===== src/sac_pkg.sv =====
// Purpose: shared constants and carrier types of the sar converter control
// Assumes: one clock, mclk; conversion clock appears as a one-cycle tick
// Notes:   offsets, counts and reset values live here only
package sac_pkg;

  localparam int unsigned RES_W          = 12;
  localparam int unsigned CHAN_W         = 5;
  localparam int unsigned CLKSEL_W       = 2;
  localparam int unsigned CONV_PERIODS   = 16;
  localparam int unsigned HOLD_PERIODS   = 2;
  localparam int unsigned ABORT_PERIODS  = 2;
  localparam int unsigned RIGHT_BITS     = 10;
  localparam int unsigned PER_W          = $clog2(CONV_PERIODS);
  localparam int unsigned DIV_W          = 8;

  // one instruction cycle is four system clocks
  localparam int unsigned INSTR_CLKS     = 4;
  localparam int unsigned ICNT_W         = 3;

  localparam logic [CLKSEL_W-1:0] CLK_DIV8   = 2'h0;
  localparam logic [CLKSEL_W-1:0] CLK_DIV16  = 2'h1;
  localparam logic [CLKSEL_W-1:0] CLK_DIV32  = 2'h2;
  localparam logic [CLKSEL_W-1:0] CLK_DIV128 = 2'h3;

  localparam logic [DIV_W-1:0] DIV8   = 8'h08;
  localparam logic [DIV_W-1:0] DIV16  = 8'h10;
  localparam logic [DIV_W-1:0] DIV32  = 8'h20;
  localparam logic [DIV_W-1:0] DIV128 = 8'h80;

  localparam logic [PER_W-1:0] PER_LAST     = 4'hf;
  localparam logic [PER_W-1:0] PER_MSB_TRY  = 4'h1;
  localparam logic [PER_W-1:0] PER_BIT_LO   = 4'h2;
  localparam logic [PER_W-1:0] PER_BIT_HI   = 4'hd;
  localparam logic [PER_W-1:0] PER_ABORT    = 4'h1;
  localparam logic [ICNT_W-1:0] ICNT_LAST   = 3'h3;
  localparam logic [RES_W-1:0] RES_RST      = 12'h000;
  localparam logic [RES_W-1:0] MSB_TRIAL    = 12'h800;
  localparam logic [7:0]       BYTE_RST     = 8'h00;

  typedef enum logic [2:0] {
    ST_IDLE,
    ST_RC_DELAY,
    ST_ARM,
    ST_CONVERT,
    ST_ABORT_WAIT
  } sac_state_t;

  typedef struct packed {
    logic                converter_enable;
    logic [CLKSEL_W-1:0] conv_clock_select;
    logic                use_internal_rc;
    logic [CHAN_W-1:0]   channel_select;
    logic                result_align_select;
    logic                conv_irq_enable;
  } sac_ctrl_t;

  typedef struct packed {
    logic [7:0] result_high_byte_reg;
    logic [7:0] result_low_byte;
  } sac_result_t;

  function automatic logic [DIV_W-1:0] sac_div_of(input logic [CLKSEL_W-1:0] sel);
    case (sel)
      CLK_DIV8:  sac_div_of = DIV8;
      CLK_DIV16: sac_div_of = DIV16;
      CLK_DIV32: sac_div_of = DIV32;
      default:   sac_div_of = DIV128;
    endcase
  endfunction : sac_div_of

endpackage : sac_pkg


===== src/sac_core.sv =====
// Purpose: control side of a 12-bit successive-approximation converter
// Assumes: comparator output cmp_above is synchronous to mclk and settled per period
// Notes:   a set go starts bits only at conversion-bit period boundaries; clearing go aborts in any mclk cycle but the first and the completing one
//
// How it works
// [RQ1] successive approximation builds 12 bits, stored into the result byte pair
// [RQ2] one sample-and-hold; channel select steers which input feeds it
// [RQ3] software waits a settling delay after changing channel before starting
// [RQ4] clock select picks system clock divide by 8, 16, 32 or 128
// [RQ5] one bit per period; whole conversion spans 16 periods
// [RQ6] software picks a divider that meets the bit period specification
// [RQ7] divider periods follow the system clock; only rc source is independent
// [RQ8] done flag sets at every conversion end, interrupt enabled or not
// [RQ9] interrupt request is done flag and its enable both set
// [RQ10] hardware never clears done flag; software clears it
// [RQ11] done interrupt works in run and sleep; it wakes a sleeping device
// [RQ12] after wake, next instruction first, then isr only with global enable
// [RQ13] align select low gives left 12 bits, high gives right 10 bits
// [RQ14] software sets pin direction to input before analog conversion
// [RQ15] software enables converter first, sets go in a later write
// [RQ16] on completion go clears, done flag sets, result pair loads
// [RQ17] clearing go mid-conversion aborts, keeps result, then waits 2 periods
// [RQ18] rc source waits one instruction cycle; other sources abort on sleep
// [RQ19] both result bytes change in the same clock cycle
// [RQ20] go enters on a period boundary; completion returns on mclk
`timescale 1ns/1ps
module sac_core
  import sac_pkg::*;
(
  input  wire logic              mclk,
  input  wire logic              rst,
  input  wire sac_ctrl_t         ctrl,
  input  wire logic              go_set,
  input  wire logic              go_clear,
  input  wire logic              done_clear,
  input  wire logic              sleep_mode,
  input  wire logic              global_irq_enable,
  input  wire logic              rc_tick,
  input  wire logic              cmp_above,
  output logic                   go_busy,
  output logic                   conv_done_flag,
  output logic                   irq_request,
  output logic                   wake_request,
  output logic                   isr_branch,
  output logic                   converter_powered,
  output logic                   sh_sample,
  output logic [CHAN_W-1:0]      sh_channel,
  output logic [RES_W-1:0]       dac_code,
  output sac_result_t            result
);

  typedef struct packed {
    sac_state_t        st;
    logic [PER_W-1:0]  per;
    logic [ICNT_W-1:0] icnt;
    logic [RES_W-1:0]  sar;
    logic [RES_W-1:0]  dac;
    logic              go;
    logic              done;
    logic              en_prev;
    logic              shut;
    logic [CHAN_W-1:0] chan;
    sac_result_t       res;
  } sac_core_state_t;

  sac_core_state_t s_q;
  sac_core_state_t s_d;
  logic            bit_tick;
  logic            powered;
  logic            done_evt;
  logic [RES_W-1:0] sar_new;
  logic [3:0]       bit_idx;

  sac_bit_clock u_bit_clock (
    .mclk              (mclk),
    .rst               (rst),
    .conv_clock_select (ctrl.conv_clock_select),
    .use_internal_rc   (ctrl.use_internal_rc),
    .rc_tick           (rc_tick),
    .bit_tick          (bit_tick)
  );

  function automatic sac_result_t sac_format(input logic [RES_W-1:0] r,
                                             input logic             right);
    sac_result_t f;
    if (right) begin
      // right aligned keeps only the top ten conversion bits
      f.result_high_byte_reg = {6'h00, r[RES_W-1 -: 2]};
      f.result_low_byte      = r[RES_W-3 -: 8];
    end else begin
      f.result_high_byte_reg = r[RES_W-1 -: 8];
      f.result_low_byte      = {r[3:0], 4'h0};
    end
    return f;
  endfunction : sac_format

  assign powered = ctrl.converter_enable && !s_q.shut;
  assign bit_idx = 4'(PER_BIT_HI - s_q.per);

  always_comb begin
    s_d      = s_q;
    done_evt = 1'b0;
    sar_new  = s_q.sar;
    s_d.en_prev = ctrl.converter_enable;
    s_d.chan    = ctrl.channel_select; // RQ2

    // go only when the converter was already on before this write
    if (go_set && s_q.en_prev && ctrl.converter_enable) begin
      s_d.go = 1'b1; // RQ15
    end

    case (s_q.st)
      ST_IDLE: begin
        s_d.per = '0;
        if (s_q.go && powered) begin
          s_d.icnt = '0;
          s_d.st   = ctrl.use_internal_rc ? ST_RC_DELAY : ST_ARM;
        end
      end
      ST_RC_DELAY: begin
        // lets the cpu enter sleep before the noisy bit sequence starts
        s_d.icnt = s_q.icnt + 3'h1;
        if (s_q.icnt == ICNT_LAST) begin
          s_d.st = ST_ARM; // RQ18
        end
      end
      ST_ARM: begin
        // start is aligned to a period edge of the conversion clock
        if (bit_tick) begin
          s_d.st  = ST_CONVERT; // RQ20
          s_d.per = '0;
          s_d.sar = RES_RST;
          s_d.dac = RES_RST;
        end
      end
      ST_CONVERT: begin
        if (bit_tick) begin
          s_d.per = s_q.per + 4'h1;
          if (s_q.per == PER_MSB_TRY) begin
            s_d.dac = MSB_TRIAL;
          end
          if (s_q.per >= PER_BIT_LO && s_q.per <= PER_BIT_HI) begin
            sar_new[bit_idx] = cmp_above; // RQ1 RQ5
            s_d.sar = sar_new;
            s_d.dac = sar_new;
            if (s_q.per != PER_BIT_HI) begin
              s_d.dac[bit_idx - 4'h1] = 1'b1;
            end
          end
          if (s_q.per == PER_LAST) begin
            done_evt = 1'b1; // RQ5 RQ16
            s_d.st   = ST_IDLE;
            s_d.go   = 1'b0; // RQ16
            // one struct write so both bytes move together
            s_d.res  = sac_format(s_q.sar, ctrl.result_align_select); // RQ13 RQ19
          end
        end
      end
      ST_ABORT_WAIT: begin
        // sampling stays off until two periods have passed
        if (bit_tick) begin
          s_d.per = s_q.per + 4'h1;
          if (s_q.per == PER_ABORT) begin
            s_d.st = ST_IDLE; // RQ17
          end
        end
      end
      default: begin
        s_d.st = ST_IDLE;
      end
    endcase

    if (s_q.st == ST_CONVERT || s_q.st == ST_RC_DELAY || s_q.st == ST_ARM) begin
      if (go_clear && !done_evt) begin
        s_d.st  = ST_ABORT_WAIT; // RQ17
        s_d.per = '0;
        s_d.go  = 1'b0;
      end
    end else if (go_clear) begin
      s_d.go = 1'b0;
    end

    // leaving sleep lifts the shutdown caused by it
    if (!sleep_mode) begin
      s_d.shut = 1'b0;
    end else if (!ctrl.use_internal_rc) begin
      s_d.shut = 1'b1; // RQ18
    end else if (done_evt && !ctrl.conv_irq_enable) begin
      s_d.shut = 1'b1;
    end

    if (!powered || s_d.shut) begin
      s_d.st = ST_IDLE; // RQ18
      s_d.go = 1'b0;
    end

    // set wins over a clear in the same cycle; only done_clear or rst clears it
    if (done_evt) begin
      s_d.done = 1'b1; // RQ8 RQ10
    end else if (done_clear) begin
      s_d.done = 1'b0;
    end

  end

  always_ff @(posedge mclk) begin
    if (rst) begin
      s_q.st      <= ST_IDLE;
      s_q.per     <= '0;
      s_q.icnt    <= '0;
      s_q.sar     <= RES_RST;
      s_q.dac     <= RES_RST;
      s_q.go      <= 1'b0;
      s_q.done    <= 1'b0;
      s_q.en_prev <= 1'b0;
      s_q.shut    <= 1'b0;
      s_q.chan    <= '0;
      s_q.res     <= {BYTE_RST, BYTE_RST};
    end else begin
      s_q <= s_d;
    end
  end

  assign go_busy           = s_q.go;
  assign conv_done_flag    = s_q.done;
  assign irq_request       = s_q.done && ctrl.conv_irq_enable; // RQ9
  assign wake_request      = irq_request && sleep_mode; // RQ11
  // no branch while asleep; once awake the cpu runs its next instruction first
  assign isr_branch        = irq_request && global_irq_enable && !sleep_mode; // RQ12
  assign converter_powered = powered;
  assign sh_sample         = powered && (s_q.st == ST_IDLE); // RQ2 RQ17
  assign sh_channel        = s_q.chan; // RQ2
  assign dac_code          = s_q.dac;
  assign result            = s_q.res;

endmodule : sac_core


===== src/sac_bit_clock.sv =====
// Purpose: conversion-bit period tick from a system clock divider or the rc clock
// Assumes: rc_tick is a one-cycle strobe already in the mclk domain
// Notes:   divider restarts on a select change so the first period is never short
`timescale 1ns/1ps
module sac_bit_clock
  import sac_pkg::*;
(
  input  wire logic                mclk,
  input  wire logic                rst,
  input  wire logic [CLKSEL_W-1:0] conv_clock_select,
  input  wire logic                use_internal_rc,
  input  wire logic                rc_tick,
  output logic                     bit_tick
);

  typedef struct packed {
    logic [DIV_W-1:0]    cnt;
    logic [CLKSEL_W-1:0] sel;
    logic                tick;
  } sac_div_state_t;

  sac_div_state_t s_q;
  sac_div_state_t s_d;

  always_comb begin
    s_d      = s_q;
    s_d.sel  = conv_clock_select;
    s_d.tick = 1'b0;
    if (use_internal_rc) begin
      // only this source is independent of the system clock
      s_d.cnt  = '0;
      s_d.tick = rc_tick; // RQ7
    end else if (s_q.sel != conv_clock_select) begin
      s_d.cnt = '0;
    end else if (s_q.cnt == sac_div_of(conv_clock_select) - 8'h01) begin
      // period tracks mclk, so any system clock change moves it too
      s_d.cnt  = '0;
      s_d.tick = 1'b1; // RQ4 RQ7
    end else begin
      s_d.cnt = s_q.cnt + 8'h01;
    end
  end

  always_ff @(posedge mclk) begin
    if (rst) begin
      s_q <= '0;
    end else begin
      s_q <= s_d;
    end
  end

  assign bit_tick = s_q.tick;

endmodule : sac_bit_clock


===== config.mk =====
export PLATFORM = sky130hd
export DESIGN_NAME = sac_core
export DESIGN_NICKNAME = d
export VERILOG_FILES = /design/src/sac_pkg.sv /design/src/sac_core.sv /design/src/sac_bit_clock.sv
export SDC_FILE = /design/constraint.sdc
export NUM_CORES = 1
export LEC_CHECK = 0
export ABC_AREA = 1
export BUFFER_PORTS_ARGS = -buffer_cell sky130_fd_sc_hd__buf_2
export CAP_MARGIN = 40
export CORE_MARGIN = 8
export CORE_UTILIZATION = 25
export DETAILED_ROUTE_END_ITERATION = 12
export PLACE_DENSITY_LB_ADDON = 0.08
export SLEW_MARGIN = 20
export SYNTH_ARGS = -nofsm -noshare
export SYNTH_HDL_FRONTEND = slang
export SYNTH_HIERARCHICAL = 1
export SYNTH_SLANG_ARGS = --single-unit
export TNS_END_PERCENT = 5

===== constraint.sdc =====
create_clock -name mclk -period 2 [get_ports mclk]
set_clock_uncertainty 0.2 [all_clocks]
set_input_delay 0.1 -clock mclk [delete_from_list [all_inputs] [get_ports mclk]]
set_output_delay 0.1 -clock mclk [all_outputs]
set_load 0.01 [all_outputs]

== After elaboration in Yosys (flattened, before gate mapping) ==
Index checks and enable logic that the tools add are counted.
Storage, ports and cells
  flip-flop bits (word level): 70
  latch bits: 0
  memory bits (writable): 0
  memory bits (read-only): 0
  bits of input ports: 20
  memories: 0
Cells by class
  add/sub/neg operators: 6
  $mul: 0
  div/mod/pow operators: 0
  order comparisons: 6
  eq/ne operators: 17
  shift-type cells: 0
  muxes and demuxes: 46
  bitwise operators: 1
  reductions and logical operators: 33
Operators by type and width (number)
  24-bit two-way mux: 2
  24-bit case mux with 2 select lines: 1
  7-bit two-way mux: 5
  25-bit two-way mux: 1
  12-bit two-way mux: 2
  8-bit case mux with 3 select lines: 1
  1-bit two-way mux: 19
  16-bit two-way mux: 1
  8-bit two-way mux: 2
  4-bit case mux with 4 select lines: 1
  3-bit two-way mux: 5
  3-bit case mux with 5 select lines: 1
  1-bit logical AND: 14
  12-bit bitwise mux: 1
  12-bit bitwise OR: 1
  4-bit by 5-bit less-than comparator with 1-bit output, second input constant: 2
  3-bit by 2-bit == test with 1-bit output, second input constant: 3
  8-bit by 1-bit adder with 8-bit output, second input constant: 1
  1-bit demux with 4-bit select: 2
  8-bit == test: 1
  4-bit by 1-bit greater-or-equal comparator with 1-bit output, second input constant: 2
  4-bit AND reduction: 2
  8-bit by 1-bit subtractor with 8-bit output, second input constant: 1
  3-bit case mux with 2 select lines: 1
  27 further kinds: 37

== Logic depth before layout (Yosys ltp) ==
Gate-level depths: netlist of run 1.
  word-level depth: 13
  depth in mapped cells: 11
  depth with buffers taken out: 11

== Cells and area by module ==
The synthesis of run 1 kept the hierarchy.
Modules (own cells, without submodules)
  sac_core: times used 1, cells an instance 494, area each 3359.5 um^2, seq. area each 1181.1 um^2
  sac_bit_clock: times used 1, cells an instance 75, area each 521.8 um^2, seq. area each 220.2 um^2

== Worst setup path before layout of run 1 ==
No wires, ideal clock.
  path kind: register to register
  from: register s_q[53] (netlist name)
  to: register s_q (netlist bit dac_code[10])
  setup time: 0.070 ns
  arrival time: 1.611 ns
  slack: 0.119 ns
  stages on the path, launching flop included: 11
  clock period less this slack: 1.881 ns
  cells stage by stage: dfxtp_1 inv_1 ha_1 buf_2 xnor2_2 inv_1 nor2_1 nand2_1 nand2_1 nand2_1 a21oi_1
On the way
  word-level cells in the longest chain between the ends: 11
Ends and longest elaborated chain
  start, declared: RTL line sac_core.sv:66  | sac_core_state_t s_q;
  4-bit subtractor: RTL line sac_core.sv:98  | assign bit_idx = 4'(PER_BIT_HI - s_q.per);
  4-bit by 1-bit subtractor with 4-bit output, or another cell as far along: RTL line sac_core.sv:147  | s_d.dac[bit_idx - 4'h1] = 1'b1;
  4-bit by 5-bit less-than comparator with 1-bit output (not written as such), or another cell as far along: RTL line sac_core.sv:147
  1-bit logical AND (not written as such) or 1-bit two-way mux (tied branches): RTL line sac_core.sv:147, sac_core.sv:143
  1-bit two-way mux (not written as such) or 1-bit demux with 4-bit select (tied branches): RTL line sac_core.sv:147, sac_core.sv:143
  1-bit demux with 4-bit select or 12-bit bitwise mux (tied branches): RTL line sac_core.sv:147, sac_core.sv:143
  12-bit bitwise OR (no source line)
  12-bit two-way mux: RTL line sac_core.sv:146  | if (s_q.per != PER_BIT_HI) begin
  24-bit two-way mux: RTL line sac_core.sv:142  | if (s_q.per >= PER_BIT_LO && s_q.per <= PER_BIT_HI) begin
  25-bit two-way mux: RTL line sac_core.sv:137  | if (bit_tick) begin
  24-bit case mux with 2 select lines: RTL line sac_core.sv:112  | case (s_q.st)
Several ways; a longest one is shown, not always the timed one. The select of a mux whose other input is x is not followed.
A chain may end at the register's enable or synchronous reset.

== Final worst setup path of run 1 ==
  from: register s_q[54] (netlist name)
  to: register s_q (netlist bit dac_code[3])
Same word-level chain as after synthesis.

==> flow_metrics.tcl, run 1 <==
set metrics [dict create \
    clkSinkCount 70 \
    crit_family "simple AND/OR/NAND/NOR gates" \
    yosys.cell_types.count 33 \
    io_buffers 59 \
    rows 45 \
    syn_area_um2 3880 \
    hold_path_startpoint "ctrl[0]" \
    critical_path.cell_chain "buf_4 -> ha_1 -> nand2_2 -> nand3_2 -> nand2_4 -> nand2_1 -> nand2_4 -> buf_12 -> nand3_1 -> a21oi_1" \
    synthCells 569 \
    placedCellCount 782 \
    yosys-top-cells-area "dfxtp_1, nand2_1, nand3_1" \
    yosysTopAreaCellShare 0.361 \
    htreeDepth 3 \
    cts_made_buffers 9 \
    rsz0062_at_grt "no" \
    worst_setup_path_startpoint "s_q[54]" \
    first_pass_iters 4 \
    crit_required_ns 2.07 \
    rr_worst_depth 10 \
    layout_commonest_cell "nand2_1" \
    ys_seq_area_frac 0.361 \
    finalWeightedCongestion 0.789 \
    hold_path_class "in2reg" \
    syn_nets 603 \
    fin_nets 659 \
    worstPathArrival_ns 1.93 \
    max_slew_margin 0.704 \
    synth_seq_cells 70 \
    grt_max_degree 26 \
    layout_common_cells "nand2_1, dfxtp_1, nand3_1" \
    globalRouteMet3Util 0.0311 \
    min_period_over_period 0.929 \
    via_per_inst 4.38 \
    area_growth_pct 22.3 \
    slowest_stage "dfxtp_2" \
    grt_pass1_wl_um 17700 \
    clk_pin_slew_ns 0.06 \
    yosysWarnings 6 \
    placed_cell_area_um2 4220 \
    core_area_um2 15200 \
    crit_path_end_kind "register" \
    clk_latency_ns 0.34 \
    max_freq_mhz 538 \
    power_w 0.00319 \
    r2r_slack_ns 0.14 \
    place_hpwl_um 7980 \
    regToRegEndpoint "dac_code[3]" \
    routed_wl_um 10800 \
    ant_nets 0 \
    die_w_um 141 \
    critPathMostFrequentCell "nand2_4" \
    clockRootBuffer "clkbuf_16" \
    antenna_found_initial 0 \
    grt_pass1_vias 3522 \
    finalSetupTns_ns 0 \
    reg2reg_from "s_q[54]" \
    fill_cells 1691 \
    use_met2 0.189 \
    powerDensity_nw_per_um2 672 \
    die_y_um 141 \
    gr-total-overflow 0 \
    drive_above_1_share 0.198 \
    top_usage_layer "met2" \
    wl_per_cell_um 13.2 \
    finalMaxSlewViolations 0 \
    io_pins 60 \
    critPathLaunchType "register" \
    status "completed" \
    num_antenna_cells 0 \
    crit_type "reg2reg" \
    whs_path_depth 4 \
    stdcell_area_um2 4750 \
    min_to "s_q[21]" \
    clockBufferDepth 2 \
    vias 3581 \
    initial_core_util 0.255 \
    tightest_slew_ns 0.444 \
    drc 0 \
    setup-violations-final 0 \
    synth_top_cell_by_area "dfxtp_1" \
    cp.buffers_inverters 2 \
    max_cap_violations 0 \
    leakage_nw 2.13 \
    track_usage 0.113 \
    cts_tree "yes" \
    fin_cells 818 \
    grt_use_met1 0.136 \
    final_hold_viol_count 0 \
    syn_avg_cell_area_um2 6.82 \
    fp.dieArea_um2 19800 \
    cpPeakStageDelay_ns 0.34 \
    finalCriticalPeriod_ns 1.86 \
    cp_max_fo 11 \
    drt_iter0_markers 105 \
    ir_drop_mv 0.379 \
]
==> stage by stage <==
stage / hold WS [ns] / worst slack (ns) / util
final: 0.0263 / 0.142 / 0.312
after global routing: 0.0797 / 0.00162 / 0.312
after CTS: 0.0137 / 0.0183 / 0.310
after detailed placement: 0.112 / -0.0339 / 0.277
after global placement: 0.101 / 0.0112 / 0.277
after floorplan: -0.0276 / 0.119 / -
==> sequential cells by signal, summed over array words and instances, names as in the netlist <==
register and flops:
u_bit_clock/bit_tick 1, dac_code 12, go_busy 1, sh_channel 5
u_bit_clock/s_q 10, s_q 24, conv_done_flag 1, result 16
==> Yosys cell counts, drive strengths merged <==
library cell / instances
nand3: 66
a31oi: 1
o21ai: 14
xor2: 6
mux2i: 1
ha: 14
a21boi: 1
xnor2: 2
o21a: 1
nor2: 57
nand3b: 2
o211ai: 1
a21oi: 53
buf: 42
nor3: 4
inv: 63
or2: 1
dfxtp: 70
o21bai: 1
nand2: 156
nand4: 3
clkbuf: 10
==> timing repair <==
action                                  4_1_cts  5_1_grt
endpoints found under the hold margin        19        0
hold buffers                                 18        0
pin swaps                                     1        4
buffers inserted                              0        1
gates cloned                                  1        0
gates resized for setup                       1       10
endpoints found under the setup margin       13       23
==> worst min-delay path, delay by kind of cell <==
kind                   cells  cell delay [ns]
AO/OA/AOI/OAI              1             0.12
buffers and inverters      1             0.12
AND/OR/NAND/NOR            2             0.19
==> layer usage <==
| layer | vias up | wire length [um] |
|---|---|---|
| li1 | 1886 | - |
| met1 | 1628 | 5040 |
| met2 | 59 | 5180 |
| met3 | 8 | 426 |
| met4 | 0 | 157 |
| met5 | - | 0 |
==> layout make-up <==
class / count / area [um2] / area share
clock buffer: 10 / 239 / 0.0503
clock inverter: 6 / 61.3 / 0.0129
sequential: 70 / 1400 / 0.296
multi-input combinational: 385 / 1930 / 0.406
tap: 188 / 235 / 0.0496
timing repair buffer: 96 / 643 / 0.135
inverter: 63 / 236 / 0.0498
==> how the worst max path moves through the flow <==
stage,endpoint,depth (start not counted),slack [ns]
6_report,dac_code[3],10,0.14
5_1_grt,dac_code[9],12,0.002
3_3_place_gp,dac_code[2],10,0.01
2_1_floorplan,dac_code[10],10,0.12
3_5_place_dp,s_q[41],8,-0.03
4_1_cts,dac_code[4],8,0.02
==> power by group <==
part	total [W]	switching [W]	internal, W
clock	0.00164	0.000646	0.000995
combinational	0.000137	0.0000777	0.0000592
sequential	0.00141	0.00000441	0.00141
total	0.00319	0.000728	0.00246
==> cells by family after synthesis <==
| kind of cell | synth area share |
|---|---|
| AOI/OAI and AO/OA | 0.0957 |
| xor gates and xnor gates | 0.0200 |
| adders and majority gates | 0.0451 |
| buffers and inverters | 0.152 |
| DFF | 0.361 |
| muxes | 0.00258 |
| and+or+nand+nor | 0.323 |
Power figures use the tool's default switching activity.
==> run 2: changes to the inputs <==
--- a/config.mk
+++ b/config.mk
@@ -9,7 +9,7 @@
 export BUFFER_PORTS_ARGS = -buffer_cell sky130_fd_sc_hd__buf_2
 export CAP_MARGIN = 40
 export CORE_MARGIN = 8
-export CORE_UTILIZATION = 25
+export CORE_UTILIZATION = 57
 export DETAILED_ROUTE_END_ITERATION = 12
 export PLACE_DENSITY_LB_ADDON = 0.08
 export SLEW_MARGIN = 20
==> flow_metrics.tcl, run 2 (synthesis results as in run 1) <==
set metrics [dict create \
    drc 0 \
    leakage_nw 2.06 \
    cpPeakStageDelay_ns 0.33 \
    drive_above_1_share 0.189 \
    final_util 0.675 \
    critical_path.cell_chain "buf_4 -> ha_1 -> nand2_1 -> nand3_1 -> nand2_2 -> nand2_4 -> nand2_4 -> nand3_1 -> a21oi_1" \
    clockBufferDepth 2 \
    worstPathArrival_ns 1.98 \
    intPower_w 0.00205 \
    status "completed" \
    layout_commonest_cell "nand2_1" \
    combinationalPowerShare 0.051 \
    num_antenna_cells 0 \
    cts_tree "yes" \
    area_growth_pct 16.2 \
    vias 3596 \
    power_w 0.00268 \
    power_frac_clock 0.424 \
    track_usage 0.189 \
    slowest_stage "dfxtp_1" \
    p_sw_frac 0.235 \
    ir_drop_mv 0.313 \
    hold_path_class "in2reg" \
    power_frac_seq 0.525 \
    whs_ns 0.171 \
    place_hpwl_um 6350 \
    first_pass_iters 4 \
    setup-violations-final 0 \
    crit_required_ns 2.08 \
    finalMaxSlewViolations 0 \
    multi_input_area_um2 1960 \
    clk_latency_ns 0.34 \
    via_per_inst 5.08 \
    core_area_um2 6680 \
    finalCriticalPeriod_ns 1.89 \
    cp_max_fo 12 \
    clockRootBuffer "clkbuf_8" \
    gr-total-overflow 0 \
    seq_area_um2 1410 \
    max_freq_mhz 528 \
    cts_made_buffers 9 \
    grt_max_degree 41 \
    powerDensity_nw_per_um2 594 \
    tightest_slew_ns 0.422 \
    largest_reg_flops 24 \
    htreeDepth 3 \
    fin_nets 657 \
    drt_iter0_markers 175 \
    fill_cells 592 \
    p_sw_w 0.000630 \
    final_hold_viol_count 0 \
    r2r_slack_ns 0.11 \
    max_cap_violations 0 \
    io_pins 60 \
    critPathLaunchType "register" \
    layout_common_cells "nand2_1, dfxtp_1, nand3_1" \
    crit_type "reg2reg" \
    io_buffers 59 \
    die_w_um 98.5 \
    fin_cells 708 \
    fp.dieArea_um2 9710 \
    top_register "s_q" \
    wl_per_cell_um 12.7 \
    clkSinkCount 70 \
    crit_path_end_kind "register" \
    rows 30 \
    max_slew_margin 0.718 \
    antenna_found_initial 1 \
    placedCellCount 668 \
    finalWeightedCongestion 0.891 \
    initial_core_util 0.581 \
    routed_wl_um 8990 \
    die_y_um 98.5 \
    clk_pin_slew_ns 0.08 \
    min_period_over_period 0.947 \
    finalSetupTns_ns 0 \
    grt_pass1_vias 3517 \
    ant_nets 0 \
    grt_pass1_wl_um 15300 \
]
-- run 2: cell type report --
| type | instances | area share |
|---|---|---|
| multi-input cells | 386 | 0.434 |
| flip-flops and latches | 70 | 0.312 |
| repair buffers | 93 | 0.137 |
| inverters | 63 | 0.0524 |
| clock buffers | 10 | 0.0283 |
| well taps | 80 | 0.0222 |
| clock inverters | 6 | 0.0153 |
-- run 2: path summary, 6_finish.rpt --
path                            from                 end  cells after the start
hold / removal             cmp_above             s_q[42]                      5
setup / recovery             s_q[54]         dac_code[2]                      9
setup reg to reg             s_q[54]         dac_code[2]                      9
hold reg to reg   u_bit_clock/s_q[3]  u_bit_clock/s_q[3]                      1
-- run 2: through the flow --
stage	setup WS [ns]	instance area, um2
after floorplan	0.119	3880
after global placement	-0.000506	4010
after detailed placement	-0.0212	4010
after CTS	-0.00383	4420
after global routing	-0.00217	4510
final	0.105	4510
-- run 2: timing repair --
item | 4_1_cts | 5_1_grt
gates resized for setup | 2 | 13
cloned | 0 | 2
endpoints found under the setup margin | 10 | 39
hold buffers | 21 | 0
endpoints found under the hold margin | 23 | 0
buffers inserted | 0 | 1
pin swaps | 0 | 3
-- run 2: layer usage --
metal | part of all wire | track usage | vias to the layer above
li1 | - | - | 1879
met1 | 0.42 | 0.205 | 1621
met2 | 0.50 | 0.332 | 80
met3 | 0.063 | 0.0662 | 14
met4 | 0.018 | 0.0649 | 2
met5 | 0.00089 | 0 | -
-- run 2: worst max-delay path, delay by kind of cell (launching register included) --
| kind | cells | cell delay [ns] |
|---|---|---|
| AO/OA/AOI/OAI | 1 | 0.14 |
| adder cells (fa/ha/maj) | 1 | 0.21 |
| buffers and inverters | 1 | 0.16 |
| flip-flops | 1 | 0.33 |
| AND/OR/NAND/NOR | 6 | 0.79 |
-- run 2: power groups by stage --
stage | Clock (W) | Combinational [W] | Sequential (W)
3_3_place_gp | 0 | 0.000102 | 0.00144
5_1_grt | 0.00122 | 0.000152 | 0.00141
3_5_place_dp | 0 | 0.000104 | 0.00144
4_1_cts | 0.00116 | 0.000135 | 0.00141
2_1_floorplan | 0 | 0.0000666 | 0.00144
6_report | 0.00114 | 0.000137 | 0.00141
